===== config.mk =====
export PLATFORM = sky130hd
export DESIGN_NAME = tmpio_top
export DESIGN_NICKNAME = d
export VERILOG_FILES = /design/src/logic/tmpio_pkg.sv /design/src/logic/tmpio_rmp_if.sv /design/src/logic/tmpio_top.sv /design/src/logic/tmpio_rmp.sv
export VERILOG_INCLUDE_DIRS = /design/src /design/src/logic
export SDC_FILE = /design/constraint.sdc
export NUM_CORES = 1
export LEC_CHECK = 0
export BUFFER_PORTS_ARGS = -buffer_cell sky130_fd_sc_hd__buf_2
export CAP_MARGIN = 20
export CORE_MARGIN = 2
export CORE_UTILIZATION = 50
export DETAILED_ROUTE_END_ITERATION = 10
export MAX_ROUTING_LAYER = met4
export PLACE_DENSITY_LB_ADDON = 0.05
export SLEW_MARGIN = 20
export SYNTH_ARGS = -nofsm -noshare
export SYNTH_HDL_FRONTEND = slang
export SYNTH_SLANG_ARGS = --single-unit

===== constraint.sdc =====
create_clock -name mclk_in -period 14.3 [get_ports mclk_in]
set_input_delay 2.86 -clock mclk_in [delete_from_list [all_inputs] [get_ports mclk_in]]
set_output_delay 2.86 -clock mclk_in [all_outputs]
set_load 0.01 [all_outputs]

===== src/logic/tmpio_cfg.svh =====
`ifndef TMPIO_CFG_SVH
`define TMPIO_CFG_SVH

`define TMPIO_CLK_HZ 100000000
`define TMPIO_DIR_WORD_ADDR 6'h1f
`define TMPIO_DIR_RST 4'h0
`define TMPIO_MODE_RST 1'b0
`define TMPIO_TUNE_RST 13'h0000
`define TMPIO_AUX_RST 6'h00
// chip-select glitch limit, shortest accepted level
`define TMPIO_CE_FILT_NS 134000
`define TMPIO_CE_FILT_CYC ((`TMPIO_CE_FILT_NS * (`TMPIO_CLK_HZ / 1000000) + 999) / 1000)
`define TMPIO_TIMER_MS 125
`define TMPIO_TIMER_CYC (`TMPIO_TIMER_MS * (`TMPIO_CLK_HZ / 1000))
`define TMPIO_SYNC_GATE_MS 10
`define TMPIO_SYNC_GATE_CYC (`TMPIO_SYNC_GATE_MS * (`TMPIO_CLK_HZ / 1000))
`define TMPIO_SYNC_LO_HZ 14832
`define TMPIO_SYNC_HI_HZ 16480
`define TMPIO_SYNC_LO_CNT (`TMPIO_SYNC_LO_HZ * `TMPIO_SYNC_GATE_MS / 1000)
`define TMPIO_SYNC_HI_CNT (`TMPIO_SYNC_HI_HZ * `TMPIO_SYNC_GATE_MS / 1000)
`define TMPIO_AUX_HZ 1400
`define TMPIO_AUX_LEVELS 64
`define TMPIO_AUX_STEP_CYC (`TMPIO_CLK_HZ / (`TMPIO_AUX_HZ * `TMPIO_AUX_LEVELS))
`define TMPIO_KNOB_DISCH_NS 10000
`define TMPIO_KNOB_DISCH_CYC (`TMPIO_KNOB_DISCH_NS / (1000000000 / `TMPIO_CLK_HZ))

`endif


===== src/logic/tmpio_pkg.sv =====
package tmpio_pkg;

	typedef enum logic [4:0] {
		TMPIO_OP_NONE = 5'h00,
		TMPIO_OP_IN_A = 5'h01,
		TMPIO_OP_OUT_A = 5'h02,
		TMPIO_OP_IN_B = 5'h03,
		TMPIO_OP_OUT_B = 5'h04,
		TMPIO_OP_SET_B = 5'h05,
		TMPIO_OP_CLR_B = 5'h06,
		TMPIO_OP_OUT_C = 5'h07,
		TMPIO_OP_OUT_M = 5'h08,
		TMPIO_OP_SEG = 5'h09,
		TMPIO_OP_HALT = 5'h0a,
		TMPIO_OP_TEST_REMOTE = 5'h0b,
		TMPIO_OP_TEST_SYNC = 5'h0c,
		TMPIO_OP_SET_MODE = 5'h0d,
		TMPIO_OP_TUNE = 5'h0e,
		TMPIO_OP_AUX = 5'h0f,
		TMPIO_OP_ADC_REF = 5'h10,
		TMPIO_OP_TEST_ADC = 5'h11
	} tmpio_op_t;

	typedef enum logic [1:0] {
		TMPIO_KN_DISCH = 2'b00,
		TMPIO_KN_CHARGE = 2'b01,
		TMPIO_KN_LATCH = 2'b11
	} tmpio_knob_t;

endpackage


===== src/logic/tmpio_rmp_if.sv =====
`timescale 1ns/1ps
interface tmpio_rmp_if #(parameter int W = 5);
	logic step;
	logic [W-1:0] value;
	logic pulse;
	modport client (output step, output value, input pulse);
	modport core (input step, input value, output pulse);
endinterface


===== src/logic/tmpio_top.sv =====
`timescale 1ns/1ps
`include "tmpio_cfg.svh"
module tmpio_top import tmpio_pkg::*; #(
	parameter int CE_FILT_CYC = `TMPIO_CE_FILT_CYC,
	parameter int TIMER_CYC = `TMPIO_TIMER_CYC,
	parameter int SYNC_GATE_CYC = `TMPIO_SYNC_GATE_CYC,
	parameter int SYNC_LO_CNT = `TMPIO_SYNC_LO_CNT,
	parameter int SYNC_HI_CNT = `TMPIO_SYNC_HI_CNT,
	parameter int AUX_STEP_CYC = `TMPIO_AUX_STEP_CYC,
	parameter int KNOB_DISCH_CYC = `TMPIO_KNOB_DISCH_CYC
) (
	input wire logic mclk_in,
	input wire logic sys_rst_in,
	input wire logic clk_en_in,
	input wire logic cpu_op_valid_in,
	input wire tmpio_op_t cpu_op_in,
	input wire logic [1:0] cpu_bit_in,
	input wire logic [12:0] cpu_data_in,
	input wire logic ram_we_in,
	input wire logic [5:0] ram_addr_in,
	input wire logic [3:0] ram_wdata_in,
	output logic [3:0] cpu_rdata_out,
	output logic cpu_cond_out,
	output logic cpu_reset_out,
	output logic cpu_halt_out,
	input wire logic chip_enable_in,
	input wire logic [3:0] bitwise_bidir_port_in,
	output logic [3:0] bitwise_bidir_port_out,
	output logic [3:0] bitwise_bidir_port_oe_out,
	input wire logic [3:0] grouped_bidir_port_in,
	output logic [3:0] grouped_bidir_port_out,
	output logic [3:0] grouped_bidir_port_oe_out,
	output logic [2:0] three_bit_output_port_out,
	output logic [2:0] three_bit_output_port_oe_out,
	output logic [1:0] open_drain_output_port_oe_out,
	output logic [6:0] segment_drive_outputs_oe_out,
	input wire logic hsync_input_pin_in,
	output logic hsync_input_pin_out,
	output logic hsync_input_pin_oe_out,
	input wire logic remote_input_pin_in,
	input wire logic adc_cmp_in,
	output logic [3:0] adc_ref_out,
	output logic tuning_converter_out,
	output logic aux_converter_out
);
	generate
		if (CE_FILT_CYC < 2 || TIMER_CYC < 2 || SYNC_GATE_CYC < 2 || AUX_STEP_CYC < 1 ||
			KNOB_DISCH_CYC < 1 || SYNC_LO_CNT > SYNC_HI_CNT || SYNC_HI_CNT > 65535) begin : g_chk
			$error("tmpio_top: unsupported timing parameter");
		end
	endgenerate

	// segment pattern array, bit 0 = segment a; lit segment is pulled low
	function automatic logic [6:0] seg_pattern(input logic [4:0] idx);
		case (idx)
			5'h00: seg_pattern = 7'h3f;
			5'h01: seg_pattern = 7'h06;
			5'h02: seg_pattern = 7'h5b;
			5'h03: seg_pattern = 7'h4f;
			5'h04: seg_pattern = 7'h66;
			5'h05: seg_pattern = 7'h6d;
			5'h06: seg_pattern = 7'h7d;
			5'h07: seg_pattern = 7'h07;
			5'h08: seg_pattern = 7'h7f;
			5'h09: seg_pattern = 7'h6f;
			5'h0a: seg_pattern = 7'h77;
			5'h0b: seg_pattern = 7'h7c;
			5'h0c: seg_pattern = 7'h39;
			5'h0d: seg_pattern = 7'h5e;
			5'h0e: seg_pattern = 7'h79;
			5'h0f: seg_pattern = 7'h71;
			5'h10: seg_pattern = 7'h40;
			5'h11: seg_pattern = 7'h08;
			5'h12: seg_pattern = 7'h01;
			default: seg_pattern = 7'h00;
		endcase
	endfunction

	// operation decode
	logic op_go;
	assign op_go = clk_en_in & cpu_op_valid_in & ~cpu_halt_out;
	wire op_in_a = op_go && cpu_op_in == TMPIO_OP_IN_A;
	wire op_out_a = op_go && cpu_op_in == TMPIO_OP_OUT_A;
	wire op_in_b = op_go && cpu_op_in == TMPIO_OP_IN_B;
	wire op_out_b = op_go && cpu_op_in == TMPIO_OP_OUT_B;
	wire op_set_b = op_go && cpu_op_in == TMPIO_OP_SET_B;
	wire op_clr_b = op_go && cpu_op_in == TMPIO_OP_CLR_B;
	wire op_out_c = op_go && cpu_op_in == TMPIO_OP_OUT_C;
	wire op_out_m = op_go && cpu_op_in == TMPIO_OP_OUT_M;
	wire op_seg = op_go && cpu_op_in == TMPIO_OP_SEG;
	wire op_halt = op_go && cpu_op_in == TMPIO_OP_HALT;
	wire op_t_rem = op_go && cpu_op_in == TMPIO_OP_TEST_REMOTE;
	wire op_t_sync = op_go && cpu_op_in == TMPIO_OP_TEST_SYNC;
	wire op_mode = op_go && cpu_op_in == TMPIO_OP_SET_MODE;
	wire op_tune = op_go && cpu_op_in == TMPIO_OP_TUNE;
	wire op_aux = op_go && cpu_op_in == TMPIO_OP_AUX;
	wire op_adc = op_go && cpu_op_in == TMPIO_OP_ADC_REF;
	wire op_t_adc = op_go && cpu_op_in == TMPIO_OP_TEST_ADC;
	wire dir_wr = clk_en_in && ram_we_in && ram_addr_in == `TMPIO_DIR_WORD_ADDR;

	// chip-select synchroniser and glitch filter
	logic ce_s1_q, ce_s2_q, ce_lvl_q;
	logic [31:0] ce_cnt_q;
	wire ce_diff = ce_s2_q != ce_lvl_q;
	wire ce_accept = ce_diff && ce_cnt_q == 32'(CE_FILT_CYC - 1);
	wire ce_rise = ce_accept & ce_s2_q;

	always_ff @(posedge mclk_in or posedge sys_rst_in) begin
		if (sys_rst_in) begin
			ce_s1_q <= 1'b0;
			ce_s2_q <= 1'b0;
			ce_lvl_q <= 1'b0;
			ce_cnt_q <= '0;
		end else if (clk_en_in) begin
			ce_s1_q <= chip_enable_in;
			ce_s2_q <= ce_s1_q;
			if (!ce_diff || ce_accept) begin
				ce_cnt_q <= '0;
			end else begin
				ce_cnt_q <= ce_cnt_q + 32'h1;
			end
			if (ce_accept) begin
				ce_lvl_q <= ce_s2_q;
			end
		end
	end

	// 125 ms timer event and chip-select reset
	logic [31:0] tmr_cnt_q;
	logic ce_pend_q;
	wire tmr_tick = tmr_cnt_q == 32'(TIMER_CYC - 1);
	wire ce_reset = ce_pend_q & tmr_tick;
	wire halt_ev = op_halt;

	always_ff @(posedge mclk_in or posedge sys_rst_in) begin
		if (sys_rst_in) begin
			tmr_cnt_q <= '0;
			ce_pend_q <= 1'b0;
			cpu_reset_out <= 1'b1;
			cpu_halt_out <= 1'b0;
		end else if (clk_en_in) begin
			tmr_cnt_q <= tmr_tick ? 32'h0 : tmr_cnt_q + 32'h1;
			if (ce_rise) begin
				ce_pend_q <= 1'b1;
			end else if (tmr_tick) begin
				ce_pend_q <= 1'b0;
			end
			cpu_reset_out <= ce_reset;
			if (ce_reset) begin
				cpu_halt_out <= 1'b0;
			end else if (halt_ev && !ce_lvl_q) begin
				cpu_halt_out <= 1'b1;
			end
		end
	end

	// bitwise and grouped bidirectional ports
	logic [3:0] pa_dir_q, pa_latch_q, pb_latch_q;
	logic pa_dir_ok_q, pb_out_q;
	wire port_in_force = ce_reset | halt_ev;
	wire [3:0] pb_bit = 4'h1 << cpu_bit_in;
	wire [3:0] pa_oe_d = pa_dir_ok_q ? pa_dir_q : 4'h0;

	always_ff @(posedge mclk_in or posedge sys_rst_in) begin
		if (sys_rst_in) begin
			pa_dir_q <= `TMPIO_DIR_RST;
			pa_dir_ok_q <= 1'b0;
			pa_latch_q <= 4'h0;
			pb_latch_q <= 4'h0;
			pb_out_q <= 1'b0;
			bitwise_bidir_port_out <= 4'h0;
			bitwise_bidir_port_oe_out <= 4'h0;
			grouped_bidir_port_out <= 4'h0;
			grouped_bidir_port_oe_out <= 4'h0;
		end else if (clk_en_in) begin
			if (dir_wr) begin
				pa_dir_q <= ram_wdata_in;
			end
			if (port_in_force) begin
				pa_dir_ok_q <= 1'b0;
			end else if (dir_wr) begin
				pa_dir_ok_q <= 1'b1;
			end
			if (op_out_a) begin
				pa_latch_q <= cpu_data_in[3:0];
			end
			if (op_out_b) begin
				pb_latch_q <= cpu_data_in[3:0];
			end else if (op_set_b) begin
				pb_latch_q <= pb_latch_q | pb_bit;
			end else if (op_clr_b) begin
				pb_latch_q <= pb_latch_q & ~pb_bit;
			end
			if (port_in_force || op_in_b) begin
				pb_out_q <= 1'b0;
			end else if (op_out_b || op_set_b || op_clr_b) begin
				pb_out_q <= 1'b1;
			end
			bitwise_bidir_port_out <= pa_latch_q;
			bitwise_bidir_port_oe_out <= pa_oe_d;
			grouped_bidir_port_out <= pb_latch_q;
			grouped_bidir_port_oe_out <= {4{pb_out_q}};
		end
	end

	// output-only ports: floated by power-on and halt, kept on chip-select reset
	logic [2:0] pc_q;
	logic [1:0] pm_q;
	logic pc_drv_q, pm_drv_q;

	always_ff @(posedge mclk_in or posedge sys_rst_in) begin
		if (sys_rst_in) begin
			pc_q <= 3'h0;
			pm_q <= 2'h0;
			pc_drv_q <= 1'b0;
			pm_drv_q <= 1'b0;
			three_bit_output_port_out <= 3'h0;
			three_bit_output_port_oe_out <= 3'h0;
			open_drain_output_port_oe_out <= 2'h0;
		end else if (clk_en_in) begin
			if (op_out_c) begin
				pc_q <= cpu_data_in[2:0];
			end
			if (op_out_m) begin
				pm_q <= cpu_data_in[1:0];
			end
			if (halt_ev) begin
				pc_drv_q <= 1'b0;
				pm_drv_q <= 1'b0;
			end else begin
				pc_drv_q <= pc_drv_q | op_out_c;
				pm_drv_q <= pm_drv_q | op_out_m;
			end
			three_bit_output_port_out <= pc_q;
			three_bit_output_port_oe_out <= {3{pc_drv_q}};
			open_drain_output_port_oe_out <= {2{pm_drv_q}} & ~pm_q;
		end
	end

	// segments, mode, tests and comparator reference
	logic [6:0] seg_pat_q;
	logic mode_q, sync_lock_q;
	logic [12:0] tune_val_q, knob_val_q;
	logic [5:0] aux_val_q;
	wire [3:0] pa_read = (bitwise_bidir_port_in & ~bitwise_bidir_port_oe_out) |
		(pa_latch_q & bitwise_bidir_port_oe_out);
	wire [3:0] pb_read = pb_out_q ? pb_latch_q : grouped_bidir_port_in;

	always_ff @(posedge mclk_in or posedge sys_rst_in) begin
		if (sys_rst_in) begin
			seg_pat_q <= 7'h00;
			mode_q <= `TMPIO_MODE_RST;
			tune_val_q <= `TMPIO_TUNE_RST;
			aux_val_q <= `TMPIO_AUX_RST;
			cpu_rdata_out <= 4'h0;
			cpu_cond_out <= 1'b0;
			adc_ref_out <= 4'h0;
			segment_drive_outputs_oe_out <= 7'h00;
		end else if (clk_en_in) begin
			if (op_seg) begin
				seg_pat_q <= seg_pattern(cpu_data_in[4:0]);
			end
			if (op_mode) begin
				mode_q <= cpu_data_in[0];
			end
			if (op_tune) begin
				tune_val_q <= cpu_data_in;
			end
			if (op_aux) begin
				aux_val_q <= cpu_data_in[5:0];
			end
			if (op_adc) begin
				adc_ref_out <= cpu_data_in[3:0];
			end
			if (op_in_a) begin
				cpu_rdata_out <= pa_read;
			end else if (op_in_b) begin
				cpu_rdata_out <= pb_read;
			end
			if (op_t_rem) begin
				cpu_cond_out <= remote_input_pin_in;
			end else if (op_t_sync) begin
				cpu_cond_out <= sync_lock_q;
			end else if (op_t_adc) begin
				cpu_cond_out <= adc_cmp_in;
			end
			segment_drive_outputs_oe_out <= ce_lvl_q ? seg_pat_q : 7'h00;
		end
	end

	// sync frequency detector and knob timing share the sync pin
	logic hs_prev_q;
	logic [31:0] gate_cnt_q, kn_tmr_q;
	logic [15:0] edge_cnt_q;
	logic [12:0] kn_cnt_q;
	tmpio_knob_t kn_q;
	wire gate_end = gate_cnt_q == 32'(SYNC_GATE_CYC - 1);
	wire hs_rise = hsync_input_pin_in & ~hs_prev_q;
	wire in_band = edge_cnt_q >= 16'(SYNC_LO_CNT) && edge_cnt_q <= 16'(SYNC_HI_CNT);

	always_ff @(posedge mclk_in or posedge sys_rst_in) begin
		if (sys_rst_in) begin
			hs_prev_q <= 1'b0;
			gate_cnt_q <= '0;
			edge_cnt_q <= '0;
			sync_lock_q <= 1'b0;
		end else if (clk_en_in) begin
			hs_prev_q <= hsync_input_pin_in;
			if (mode_q) begin
				gate_cnt_q <= '0;
				edge_cnt_q <= '0;
			end else if (gate_end) begin
				gate_cnt_q <= '0;
				edge_cnt_q <= '0;
				sync_lock_q <= in_band;
			end else begin
				gate_cnt_q <= gate_cnt_q + 32'h1;
				if (hs_rise && edge_cnt_q != 16'hffff) begin
					edge_cnt_q <= edge_cnt_q + 16'h1;
				end
			end
		end
	end

	always_ff @(posedge mclk_in or posedge sys_rst_in) begin
		if (sys_rst_in) begin
			kn_q <= TMPIO_KN_DISCH;
			kn_tmr_q <= '0;
			kn_cnt_q <= '0;
			knob_val_q <= '0;
			hsync_input_pin_out <= 1'b0;
			hsync_input_pin_oe_out <= 1'b0;
		end else if (clk_en_in) begin
			hsync_input_pin_out <= 1'b0;
			hsync_input_pin_oe_out <= mode_q && kn_q == TMPIO_KN_DISCH;
			if (!mode_q) begin
				kn_q <= TMPIO_KN_DISCH;
				kn_tmr_q <= '0;
			end else begin
				case (kn_q)
					TMPIO_KN_DISCH: begin
						kn_cnt_q <= '0;
						if (kn_tmr_q == 32'(KNOB_DISCH_CYC - 1)) begin
							kn_tmr_q <= '0;
							kn_q <= TMPIO_KN_CHARGE;
						end else begin
							kn_tmr_q <= kn_tmr_q + 32'h1;
						end
					end
					TMPIO_KN_CHARGE: begin
						// charge time to threshold measures the knob resistance
						if (hsync_input_pin_in || kn_cnt_q == 13'h1fff) begin
							kn_q <= TMPIO_KN_LATCH;
						end else begin
							kn_cnt_q <= kn_cnt_q + 13'h1;
						end
					end
					TMPIO_KN_LATCH: begin
						knob_val_q <= kn_cnt_q;
						kn_q <= TMPIO_KN_DISCH;
					end
					default: kn_q <= TMPIO_KN_DISCH;
				endcase
			end
		end
	end

	// tuning converter: 8-bit pwm frame, rate multiplier adds a count in tune_src[4:0] of every 32 frames
	tmpio_rmp_if #(.W(5)) tune_rmp();
	tmpio_rmp_if #(.W(6)) aux_rmp();
	logic [7:0] pw_q;
	logic extra_q, tune_force_q, aux_force_q, aux_hold_q;
	logic [31:0] aux_div_q;
	wire [12:0] tune_src = mode_q ? knob_val_q : tune_val_q;
	wire frame_end = pw_q == 8'hff;
	wire pwm_bit = pw_q < tune_src[12:5] || (pw_q == tune_src[12:5] && extra_q);
	wire aux_step = aux_div_q == 32'(AUX_STEP_CYC - 1);
	assign tune_rmp.step = frame_end;
	assign tune_rmp.value = tune_src[4:0];
	assign aux_rmp.step = aux_step;
	assign aux_rmp.value = aux_val_q;

	tmpio_rmp #(.W(5)) u_tune_rmp (
		.mclk_in(mclk_in),
		.sys_rst_in(sys_rst_in),
		.clk_en_in(clk_en_in),
		.rmp(tune_rmp)
	);

	tmpio_rmp #(.W(6)) u_aux_rmp (
		.mclk_in(mclk_in),
		.sys_rst_in(sys_rst_in),
		.clk_en_in(clk_en_in),
		.rmp(aux_rmp)
	);

	always_ff @(posedge mclk_in or posedge sys_rst_in) begin
		if (sys_rst_in) begin
			pw_q <= 8'h00;
			extra_q <= 1'b0;
			aux_div_q <= '0;
			aux_hold_q <= 1'b0;
			tune_force_q <= 1'b1;
			aux_force_q <= 1'b1;
			tuning_converter_out <= 1'b1;
			aux_converter_out <= 1'b0;
		end else if (clk_en_in) begin
			pw_q <= pw_q + 8'h1;
			if (frame_end) begin
				extra_q <= tune_rmp.pulse;
			end
			aux_div_q <= aux_step ? 32'h0 : aux_div_q + 32'h1;
			aux_hold_q <= aux_rmp.pulse;
			if (op_tune || op_mode) begin
				tune_force_q <= 1'b0;
			end
			if (op_aux) begin
				aux_force_q <= 1'b0;
			end
			tuning_converter_out <= (cpu_halt_out || tune_force_q) ? 1'b1 : pwm_bit;
			aux_converter_out <= (cpu_halt_out || aux_force_q) ? 1'b0 : aux_hold_q;
		end
	end
endmodule


===== src/logic/tmpio_rmp.sv =====
`timescale 1ns/1ps
module tmpio_rmp #(
	parameter int W = 5
) (
	input wire logic mclk_in,
	input wire logic sys_rst_in,
	input wire logic clk_en_in,
	tmpio_rmp_if.core rmp
);
	logic [W-1:0] cnt_q;
	logic pulse_q;
	logic hit;

	// the lowest set counter bit picks which value bit may fire this step
	always_comb begin
		logic found;
		found = 1'b0;
		hit = 1'b0;
		for (int i = 0; i < W; i++) begin
			if (!found && cnt_q[i]) begin
				found = 1'b1;
				hit = rmp.value[W-1-i];
			end
		end
	end

	always_ff @(posedge mclk_in or posedge sys_rst_in) begin
		if (sys_rst_in) begin
			cnt_q <= '0;
			pulse_q <= 1'b0;
		end else if (clk_en_in && rmp.step) begin
			cnt_q <= cnt_q + 1'b1;
			pulse_q <= hit;
		end
	end

	assign rmp.pulse = pulse_q;
endmodule


* Word-level counts from Yosys, hierarchy flattened
Memory sizes are Yosys's and may differ from the RTL's. A register that Yosys moved wholly into a read port is not among the register bits.
Index checks and enable logic that the tools add are counted.
** Word-level totals
- Register bits after elaboration :: 316
- Memory bits (read-only) :: 224
- Input port bits :: 47
- Logic and storage cells :: 273
- Memories :: 1
** Cells by class
- Add/subtract/negate cells :: 10
- Magnitude comparators :: 3
- Equality and inequality tests :: 34
- Shifts and indexed selects :: 1
- Mux-type cells :: 61
- Bitwise operators :: 20
- Reduce and logical (&&, ||, !) cells :: 91
** Memories
- (name not given) :: words 32, width 7, read ports 1, clocked after memory_dff 1, wr ports 0, line tmpio_top.sv:55 : case (idx)
** Operator list (number)
- $mux 32 :: 8
- $add 32x1->32 const B :: 5
- $mux 16 :: 3
- $reduce_and 2->1 :: 21
- $eq 5x4->1 const B :: 8
- $logic_and 1x1->1 :: 36
- $mux 1 :: 35
- $eq 32x10->1 const B :: 1
- $eq 32x11->1 const B :: 1
- $eq 32x14->1 const B :: 1
- $eq 32x20->1 const B :: 1
- $eq 32x24->1 const B :: 1
- $mux 4 :: 7
- $mux 13 :: 2
- $pmux 13 s2 :: 1
- $eq 5x3->1 const B :: 4
- $add 16x1->16 const B :: 1
- $ge 16x8->1 const B :: 1
- $le 16x8->1 const B :: 1
- $ne 16x16->1 const B :: 1
- $add 13x1->13 const B :: 1
- $eq 13x13->1 const B :: 1
- $and 4x4->4 :: 3
- $reduce_bool 2->1 :: 6
- other kinds (34) :: 70

* Longest topological paths before layout
Gate-level depths: netlist of run 1.
- Depth in word-level cells :: 16
- Depth in mapped cells :: 10
- Gate-level depth less buffers :: 7

* Hierarchy
Synthesis of run 1 repeated with hierarchy kept, for this count alone.
** Unflattened totals
- Cell total of the unflattened synthesis :: 1614
- Area, all modules :: 16390.7 um2
** By module, submodules not included
- tmpio_top :: times used 1, cells an instance 1541, area an instance 15646.3 um2, seq. area each 7762.4 um2
- tmpio_rmp (u_aux_rmp) :: times used 1, cells an instance 40, area an instance 405.4 um2, seq. area each 175.2 um2
- tmpio_rmp (u_tune_rmp) :: times used 1, cells an instance 33, area an instance 339.1 um2, seq. area each 150.1 um2

* Worst setup path before layout of run 1
No wires, ideal clock.
- Kind :: input -> register
- Start :: input port clk_en_in
- End :: register with a tool-made name
- Setup time :: 0.125 ns
- Arrival :: 4.227 ns
- Data required time :: 14.175 ns
- Setup slack :: 9.948 ns
- Stages on the path :: 6
- Buffers on the path :: 1
- Cell sequence :: buf_4 > nand3b_1 > or3_1 > nor2_1 > o21ai_0 > mux2_2
** RTL lines
- from (decl) :: line tmpio_top.sv:14 : input wire logic clk_en_in,

==> metrics.txt, run 1 <==
status complete, no violations; std cell rows between 60 and 70; largest net degree at the start of global routing 158; Crit-path slowest cell buf_4; worst skew pair latency 530 ps; clock slew at reported path FFs 60 ps; Cell Chain, Critical Path buf_4 -> buf_4 -> inv_1 -> buf_4 -> or4_1 -> a2111oi_0 -> nor2_1; sequential cell area fraction in the yosys report between 40% and 50%; Max Clk Rate 0.200 GHz; ys flop type dfrtp_1; Worst Clk Skew approximately 7.3 ps; H-tree depth 2; WP data required 14,740 ps; vias in the first global route between 10k and 15k; R2R depth 8; Post-synth ARST share between 90% and 100%; Internal Power 1.79 mW; Syn Inst Count 1,570; worst vdd ir 0.000108 V; Design Area, Final 18,500 um2; Initial Utilization 51.1%; RSZ-0062 raised after global routing false; Post-DP Area 17,000 um2; Final Max Slew Viols 0; Syn Nets about 1.6k; DRC Markers 0; most frequent cells in the layout dfrtp_1 (319), nor2_1 (172), nand2_1 (112), xnor2_1 (94), buf_2 (90); min-delay worst type reg2reg; Die Ht 184 um; critical path depth 7; Pre-antenna DRT Iters 5; Gate power share 11.2%; Final Cycle Share 34.9%; Crit path max-delay family buffers and inverters; wirelength, routed 36,200 um; vias per cell 5.61; post_cts resized 0; Finished Layout Cells 2,116; flops & latches, synth around 320; Net Sw Frac between 20 and 30%; DRT antenna net count 0; crit path DAT about 5400 ps; hold_buf cts 0; Iter 0 DRT Violations between 800 and 900; Synth Area per Inst between 10 and 15 um2; Synth-to-Final Area Change 13.7%; worst slew pin tran 992 ps; vias roughly 12k; Die X-Extent 184 um; DR WL/cell 17.1 um; Setup-failing EPs final 0; share of power burned in registers 44.7%; crit-path max FO 61; clock sink count 323; Buf/Inv on CP 4; die footprint 33,900 um2; Nets 1,725; I/O pins 93; fraction of layout cells with a size suffix above 1 between 10% and 20%; core area 31,800 um2; first-pass GRT wire length 60,900 um; Unique masters post-synth 71; TNS Setup 0 ps; Worst Setup End Kind register; yosys warns 0; slew margin rel. 33.9%; Max-Cap Viols 0; most used cell, CP buf_4; hpwl dp 24,300 um; sw power a little over 600 uW; GRT Total Usage a little under a quarter; number of synthesized flops with an enable pin 0; RePlAce Congestion just over 0.8; pwr/cell area 131 nW/um2; post-CTS setup buffers 0; commonest non-fill, non-tap cell in the layout dfrtp_1; dpl ws 8780 ps; Hold Fails Final Rpt 0; root buffer cell clkbuf_16; initial antenna violation count 1; Tmin final 5000 ps; GRT overflow 0; critical path class in2reg; TritonCTS clock tree yes; clock group share of total power between 40% and 50%; Pleak between 8 and 9 nW; CTS buffer count 38; Max stage delay on crit path 640 ps; Syn Std Cell Area 16,200 um2; cell total after placement 2,044; Min-Delay Path Depth 1; Critical Path Source Type input pin; Final WS setup just over 9000 ps; Buffers on Ports 91; clock buffer depth 3
power groups by stage:
| stage | logic (mW) | clock network, mW | registers (mW) |
|---|---|---|---|
| global route | 0.308 | 1.13 | 1.09 |
| global placement | 0.266 | 0 | 1.09 |
| floorplan | 0.197 | 0 | 1.07 |
| CTS | 0.273 | 1.09 | 1.08 |
| finish | 0.269 | 1.06 | 1.08 |
| detailed placement | 0.273 | 0 | 1.09 |
cell usage after synthesis, drive strengths merged (33+ instances only):
cell    count  share of area [%]
xor2       62                3.3
nor3       38                1.3
nor2      173                4.0
xnor2      94                5.1
clkbuf     33               0.76
nand2     112                2.6
a21oi      35                1.1
nor4       39                2.0
dfrtp     319                 49
and3       34                1.3
nand3      81                2.5
nand4      71                2.8
inv        46                1.1
mux2       78                5.4
o21ai      47                1.4
state kept, by name, indices dropped and copies added (netlist names), 8 cells and up, named ones only:
register	flops
aux_div_q	32
ce_cnt_q	32
gate_cnt_q	32
kn_tmr_q	32
tmr_cnt_q	32
edge_cnt_q	16
kn_cnt_q	13
knob_val_q	13
tune_val_q	13
pw_q	8
cell type report:
type	count	area, um2
inverter	46	180
sequential	323	8090
clock inverter	16	240
antenna	2	5.00
multi-input combinational	1139	7690
fill	2776	13300
timing repair buffer	101	546
tap	435	544
clock buffer	54	1160
metrics by stage:
| step | power [mW] | hold WS (ps) | util, % |
|---|---|---|---|
| after floorplan | 1.27 | 412 | - |
| after global placement | 1.35 | 420 | 53.6 |
| after detailed placement | 1.36 | 435 | 53.6 |
| after CTS | 2.44 | 443 | 58.0 |
| after global routing | 2.53 | 491 | 58.0 |
| final | 2.41 | 439 | 58.0 |
logic make-up after synthesis:
| family | after synthesis | share of synthesized area [%] |
|---|---|---|
| AO/OA/AOI/OAI | 192 | 7.88 |
| XOR/XNOR | 156 | 8.42 |
| adder cells (fa/ha/maj) | 29 | 2.23 |
| buffers and inverters | 108 | 2.91 |
| flip-flops | 323 | 49.8 |
| multiplexers | 107 | 7.20 |
| other | 1 | 0.0231 |
| AND/OR/NAND/NOR | 654 | 21.5 |
worst register-to-register path, delay by kind of cell (launching register included):
| kind | cells | cell delay, ps |
|---|---|---|
| compound gates | 1 | 420 |
| fa+ha+maj | 1 | 270 |
| buf+inv | 1 | 350 |
| flops | 1 | 660 |
| mux | 1 | 370 |
| simple gates | 4 | 660 |
final timing paths:
path                                     start                                           end  slack, ps
max                                  clk_en_in              tuning_converter_out$_DFFE_PP1P_       9300
min                        pm_q[1]$_DFFE_PP0P_  open_drain_output_port_oe_out[1]$_DFFE_PP0P_        440
max reg2reg                 mode_q$_DFFE_PP0P_              tuning_converter_out$_DFFE_PP1P_      11490
min reg2reg                pm_q[1]$_DFFE_PP0P_  open_drain_output_port_oe_out[1]$_DFFE_PP0P_        440
max in group asynchronous           sys_rst_in                     tmr_cnt_q[28]$_DFFE_PP0P_      10510
min in group asynchronous           sys_rst_in                      kn_tmr_q[28]$_DFFE_PP0P_       2480
layer usage:
metal	global-route usage (%)	wire length (um)	up-vias
met4	5.70	603	0
met3	3.24	1080	54
met2	35.4	17000	149
li1	-	-	5809
met5	-	0	-
met1	31.3	17500	5856
No activity file was read; power rests on OpenSTA's default activity.
==> run 2, diff against run 1 <==
==> constraint.sdc (replaced) <==
create_clock -name mclk_in -period 5 [get_ports mclk_in]
set_input_delay 1 -clock mclk_in [delete_from_list [all_inputs] [get_ports mclk_in]]
set_output_delay 1 -clock mclk_in [all_outputs]
set_load 0.01 [all_outputs]
==> metrics.txt, run 2 (synthesized netlist as in run 1, its figures left out) <==
Buf/Inv on CP 2 (-2); Nets 1,726 (+0.058%); DRT antenna net count 0 (unchanged); initial antenna violation count 3 (+2); Max stage delay on crit path 480 ps (-160 ps); Synth-to-Final Area Change 12.6%; Pleak 8.28 nW (-1.1%); Reg2Reg Setup Slack 2300 ps (-9190 ps); # fillers 2,795 (+0.68%); Seq. cell area 8090 um2 (unchanged); CTS buffer count 37 (-2.6%); Iter 0 DRT Violations 601 (-26%); min-delay worst type reg2reg; Worst Setup End Kind register; Final Cycle Share between 50% and 60%; status complete, no violations; Max-Cap Viols 0 (unchanged); hpwl dp 24,400 um (+0.35%); wirelength, routed 35,900 um (-0.94%); Pre-antenna DRT Iters 5 (unchanged); Design Area, Final 18,300 um2 (-0.94%); multi-input logic area 7680 um2 (about the same); I/O pins 93 (unchanged); largest net degree at the start of global routing 124 (-22%); Crit-path slowest cell nor2_1; commonest non-fill, non-tap cell in the layout dfrtp_1; root buffer cell clkbuf_16; share of power burned in registers 47.2% (+2.5 points); Layout Utilization 57.5% (-0.55 points); TritonCTS clock tree yes; Min-Delay Path Depth 1 (unchanged); RSZ-0062 raised after global routing false; worst skew pair latency 540 ps (about the same); Cell Chain, Critical Path buf_4 -> buf_4 -> nand2_1 -> nor2_1 -> nand3_1 -> or3_1 -> a21oi_1; Hold Startpoint pm_q[1]$_DFFE_PP0P_; Critical R2R Capture ce_cnt_q[29]$_DFFE_PP0P_; Internal Power 4.78 mW (+170%); clock slew at reported path FFs 60 ps (about the same); post-CTS setup buffers 0 (unchanged); Critical Path Source Type input pin; crit path DAT 3170 ps (-2270 ps); hold_buf cts 0 (unchanged); Hold Fails Final Rpt 0 (unchanged); most used cell, CP buf_4; RePlAce Congestion 0.827 (-0.24%); slew margin rel. 32.2% (-1.6 points); Initial Utilization 51.1% (unchanged); crit-path max FO 36 (-41%); Gate power share 11.8% (+0.6 points); GRT overflow 0 (unchanged); Worst Clk Skew 15.1 ps (+7.75 ps); DR WL/cell 17.0 um (-0.85%); WP data required 5440 ps (-9300 ps); die footprint 33,900 um2 (unchanged); GRT Total Usage 22.5% (-0.19 points); Max Clk Rate between 0.3 and 0.4 GHz; Setup-failing EPs final 0 (unchanged); vias 11.9k (+0.24%); clock group share of total power 41.0% (-3.2 points); fraction of layout cells with a size suffix above 1 15.9% (-0.39 points); first-pass GRT wire length 59,900 um (-1.6%); sw power 1.73 mW (+180%); DRC Markers 0 (unchanged); clock sink count 323 (unchanged); Die X-Extent 184 um (unchanged); Worst Hold End open_drain_output_port_oe_out[1]$_DFFE_PP0P_; R2R depth 4 (-4); critical path class in2reg; Final Max Slew Viols 0 (unchanged); worst vdd ir 0.000274 V (+150%); Crit path max-delay family simple AND/OR/NAND/NOR gates; vias in the first global route 11.4k (-2.1%); pwr/cell area 356 nW/um2 (+170%); H-tree depth 2 (unchanged); Buffers on Ports 91 (unchanged); Post-DP Area 17,100 um2 (+0.18%); most frequent cells in the layout dfrtp_1 (319), nor2_1 (172), nand2_1 (112), xnor2_1 (94), buf_2 (90); worst r2r src ce_cnt_q[21]$_DFFE_PP0P_; Die Ht 184 um (unchanged); vias per cell 5.63 (+0.34%); Tmin final 2740 ps; std cell rows 65 (unchanged); Min Hold Slack 440 ps (+0.355 ps); Net Sw Frac 26.5% (+0.84 points); clock buffer depth 3 (unchanged); post_cts resized 0 (unchanged); worst slew pin tran 1020 ps (+24.5 ps); core area 31,800 um2 (unchanged)
## run 2: cell types whose count changed in the layout (fill, tap and decap cells not counted), sizes merged
cell / change
buf: +2
bufinv: -5
clkbuf: +1
clkinv: +2
clkinvlp: -3
diode: +1
## run 2: layout make-up
| cell class | instances | area share [%] |
|---|---|---|
| antenna | 3 | 0.0411 |
| sequential | 323 | 44.2 |
| tap | 435 | 2.98 |
| multi-input combinational | 1139 | 42.0 |
| timing repair buffer | 103 | 3.20 |
| inverter | 46 | 0.965 |
| clock inverter | 10 | 0.452 |
| clock buffer | 55 | 6.10 |
## run 2: how the worst max path moves through the flow
| stage | startpoint | end | cells past startpoint |
|---|---|---|---|
| 2_1_floorplan | sys_rst_in | async pin | 1 |
| 3_3_place_gp | clk_en_in | ce_cnt_q[27]$_DFFE_PP0P_ | 7 |
| 3_5_place_dp | clk_en_in | ce_cnt_q[29]$_DFFE_PP0P_ | 7 |
| 4_1_cts | clk_en_in | ce_cnt_q[29]$_DFFE_PP0P_ | 7 |
| 5_1_grt | clk_en_in | ce_cnt_q[29]$_DFFE_PP0P_ | 7 |
| 6_report | clk_en_in | ce_cnt_q[30]$_DFFE_PP0P_ | 7 |
## run 2: power groups by stage
| stage | Sequential [mW] | Combinational [mW] | Clock, mW |
|---|---|---|---|
| after floorplan | 3.07 | 0.562 | 0 |
| after global placement | 3.11 | 0.766 | 0 |
| after detailed placement | 3.12 | 0.778 | 0 |
| after CTS | 3.07 | 0.783 | 2.74 |
| after global routing | 3.11 | 0.877 | 2.86 |
| final | 3.07 | 0.768 | 2.67 |
## run 2: stage by stage
step	TNS, ps	instances	total power, mW	worst slack [ps]
CTS	0	2111	6.60	2250
global route	0	2114	6.84	1980
detailed placement	0	2046	3.89	1700
global placement	0	2046	3.88	1700
floorplan	-97450	1570	3.64	-305
finish	0	2114	6.51	2260
## run 2: worst reg2reg max path, delay by kind of cell, from the launching register on
| kind | cells | cell delay, ps |
|---|---|---|
| and+or+nand+nor | 3 | 1620 |
| AOI/OAI and AO/OA | 1 | 480 |
| DFF | 1 | 430 |
## run 2: routing by layer
layer  global-route usage, %  vias to the layer above  wire (um)
met5                       -                        -          0
met4                    5.95                        0        580
met3                    3.79                       44       1320
met2                    34.5                      165      16800
met1                    31.1                     5883      17200
li1                        -                     5805          -
==> run 3, diff against run 2 <==
--- a/config.mk
+++ b/config.mk
@@ -6,6 +6,7 @@
 export SDC_FILE = /design/constraint.sdc
 export NUM_CORES = 1
 export LEC_CHECK = 0
+export ABC_AREA = 1
 export BUFFER_PORTS_ARGS = -buffer_cell sky130_fd_sc_hd__buf_2
 export CAP_MARGIN = 20
 export CORE_MARGIN = 2
==> constraint.sdc (replaced) <==
create_clock -name mclk_in -period 2.34 [get_ports mclk_in]
set_input_delay 0.468 -clock mclk_in [delete_from_list [all_inputs] [get_ports mclk_in]]
set_output_delay 0.468 -clock mclk_in [all_outputs]
set_load 0.01 [all_outputs]
==> metrics.txt, run 3 <==
vias per cell 5.25 (-6.7%); std cell rows 71 (+9.2%); first-pass GRT wire length 85,200 um (+42%); Iter 0 DRT Violations 1,154 (+92%); initial antenna violation count 0 (-3); sequential cell area fraction in the yosys report 42.1% (-7.8 points); Setup-failing EPs final 0 (unchanged); synth top area cells dfrtp_1 (42%), nand2_1 (17%), nor2_1 (8.1%); Syn Inst Count 2,758 (+76%); worst skew pair latency 560 ps (+20 ps); Nets 2,936 (+70%); Hold Fails Final Rpt 0 (unchanged); Synth Area per Inst 6.97 um2 (-33%); Unique masters post-synth 50 (-30%); RSZ-0062 raised after global routing false; most used cell, CP nor2_1; TritonCTS clock tree yes; clock slew at reported path FFs 60 ps (about the same); Final WS setup 267 ps (-2000 ps); most frequently used cell type in the post-synthesis netlist nand2_1; clock sink count 323 (unchanged); Final Cycle Share around nine tenths; clock buffer depth 3 (unchanged); Max Clk Rate just under 0.5 GHz; flops & latches, synth 323 (unchanged); Syn Nets 2,834 (+72%); slew margin rel. 54.2% (+22 points); crit path DAT 2500 ps (-670 ps); pwr/cell area 738 nW/um2 (+110%); Critical Path Source Type register; fraction of layout cells with a size suffix above 1 8.38% (-7.5 points); hpwl dp 36,300 um (+49%); status complete, no violations; worst slew pin tran 680 ps (-336 ps); Pleak 10.2 nW (+24%); Yosys top cell by area dfrtp_1; n_diodes 0 (-3); root buffer cell clkbuf_16; Initial Utilization 50.9% (-0.13 points); dpl ws 193 ps (-1510 ps); Syn Std Cell Area 19,200 um2 (+18%); Design Area, Final 21,600 um2 (+18%); I/O pins 93 (unchanged); Final Max Slew Viols 0 (unchanged); Min Hold Slack 119 ps (-321 ps); core area 37,800 um2 (+19%); RePlAce Congestion 0.926 (+12%); Tmin final 2070 ps; post-synth top area share 41.5% (-7.7 points); Layout Utilization 57.3% (-0.23 points); Die X-Extent 200 um (+8.6%); Max stage delay on crit path 470 ps (about the same); Die Ht 200 um (+8.6%); number of synthesized flops with an enable pin 0 (unchanged); Buffers on Ports 91 (unchanged); die footprint 40,000 um2 (+18%); WP data required 2770 ps (-2670 ps); worst vdd ir 0.000633 V (+130%); Worst Setup End Kind register; min-delay worst type in2reg; Reg2Reg Setup Slack 270 ps (-2030 ps); DRC Markers 0 (unchanged); CTS buffer count 39 (+5.4%); Max-Cap Viols 0 (unchanged); wirelength, routed 49,900 um (+39%); most frequent cells in the layout nand2_1 (861), nor2_1 (417), dfrtp_1 (319), inv_1 (305), nand3_1 (199); H-tree depth 2 (unchanged); Post-synth ARST share 100% (unchanged); GRT overflow 0 (unchanged); Worst Clk Skew 24.0 ps (+8.99 ps); Post-DP Area 20,300 um2 (+19%); Pre-antenna DRT Iters 8 (+3); vias 17.8k (+50%); Post-synth top cells nand2_1 (861), nor2_1 (417), dfrtp_1 (319); DRT antenna net count 0 (unchanged); DR WL/cell 14.7 um (-14%); largest net degree at the start of global routing 98 (-21%); ys flop type dfrtp_1; Crit-path slowest cell o21ai_0; yosys warns 0 (unchanged); Cell Chain, Critical Path nand2_1 -> nor2_1 -> nand4_1 -> nor2_1 -> nand3_2 -> o21ai_0 -> nor2_1; crit-path max FO 10 (-72%); critical path class reg2reg; Synth-to-Final Area Change 12.4%; commonest non-fill, non-tap cell in the layout nand2_1; GRT Total Usage 26.2% (+3.7 points); vias in the first global route 17.4k (+53%)
-- run 3: changes by cell type after synthesis, moves of 32 or more --
cell | previous run | this run
nand2_1 | 112 | 861
inv_1 | 46 | 307
and3_1 | 34 | 2
xnor2_1 | 94 | 15
nand3_1 | 81 | 199
mux2_2 | 78 | 3
o21ai_0 | 47 | 180
nor2_1 | 173 | 417
-- run 3: layout make-up --
type	count	area, um2
Inverter	309	1160
Clock inverter	12	128
Multi-Input combinational cell	2060	9640
Tap cell	511	639
Timing Repair Buffer	127	806
Fill cell	3656	16100
Clock buffer	58	1160
Sequential cell	323	8090
-- run 3: path summary, 6_finish.rpt --
path | cells past startpoint | to | from
max in group asynchronous | 4 | grouped_bidir_port_out[2]$_DFFE_PP0P_ | sys_rst_in
worst min register to register | 2 | tune_force_q$_DFFE_PP1P_ | tune_force_q$_DFFE_PP1P_
worst min-delay path | 3 | pa_dir_q[0]$_DFFE_PP0P_ | ram_wdata_in[0]
min in group asynchronous | 3 | edge_cnt_q[15]$_DFFE_PP0P_ | sys_rst_in
worst max-delay path | 7 | pb_out_q$_DFFE_PP0P_ | tmr_cnt_q[18]$_DFFE_PP0P_
worst max register to register | 7 | pb_out_q$_DFFE_PP0P_ | tmr_cnt_q[18]$_DFFE_PP0P_
-- run 3: per-stage QoR --
step | std cells | power, mW | setup TNS (ps)
final | 3400 | 16.0 | 0
after global routing | 3400 | 16.9 | 0
after CTS | 3400 | 16.2 | 0
after detailed placement | 3329 | 9.98 | 0
after global placement | 3329 | 9.90 | 0
after floorplan | 2758 | 8.99 | -781360
-- run 3: critical path, delay by kind of cell (launching register included) --
kind             cells  cell delay, ps
AND/OR/NAND/NOR      6            1050
flip-flops           1             410
AO/OA/AOI/OAI        1             470
-- run 3: kinds of logic (layout without fill, tap and decap cells) --
kind of cell               count (synthesis)  in the layout  synth area share [%]
adders and majority gates                 29             29                  1.89
buffers and inverters                    375            506                  7.81
and+or+nand+nor                         1699           1699                  37.3
DFF                                      323            323                  42.1
xor gates and xnor gates                  77             77                  3.51
muxes                                      7              7                 0.384
other                                      1              1                0.0195
AOI/OAI and AO/OA                        247            247                  7.00
-- run 3: layer usage --
layer	up-vias	track usage, %	share of wire (%)
met2	409	42.1	47
met4	0	7.84	2.3
met3	75	3.74	5.0
li1	9038	-	-
met1	8322	34.5	46
met5	-	-	0
-- run 3: where the power goes --
part | internal [mW] | total, mW | switching, mW | leakage, nW
sequential | 6.29 | 7.00 | 0.706 | 4.23
combinational | 1.02 | 2.89 | 1.86 | 5.37
clock | 3.65 | 6.08 | 2.43 | 0.635
-- run 3: timing repair --
item                       4_1_cts  5_1_grt
resized for setup                0        0
setup endpoints to repair        0        0
hold buffers                     1        0
hold endpoints to repair         3        0
setup buffers                    0        0
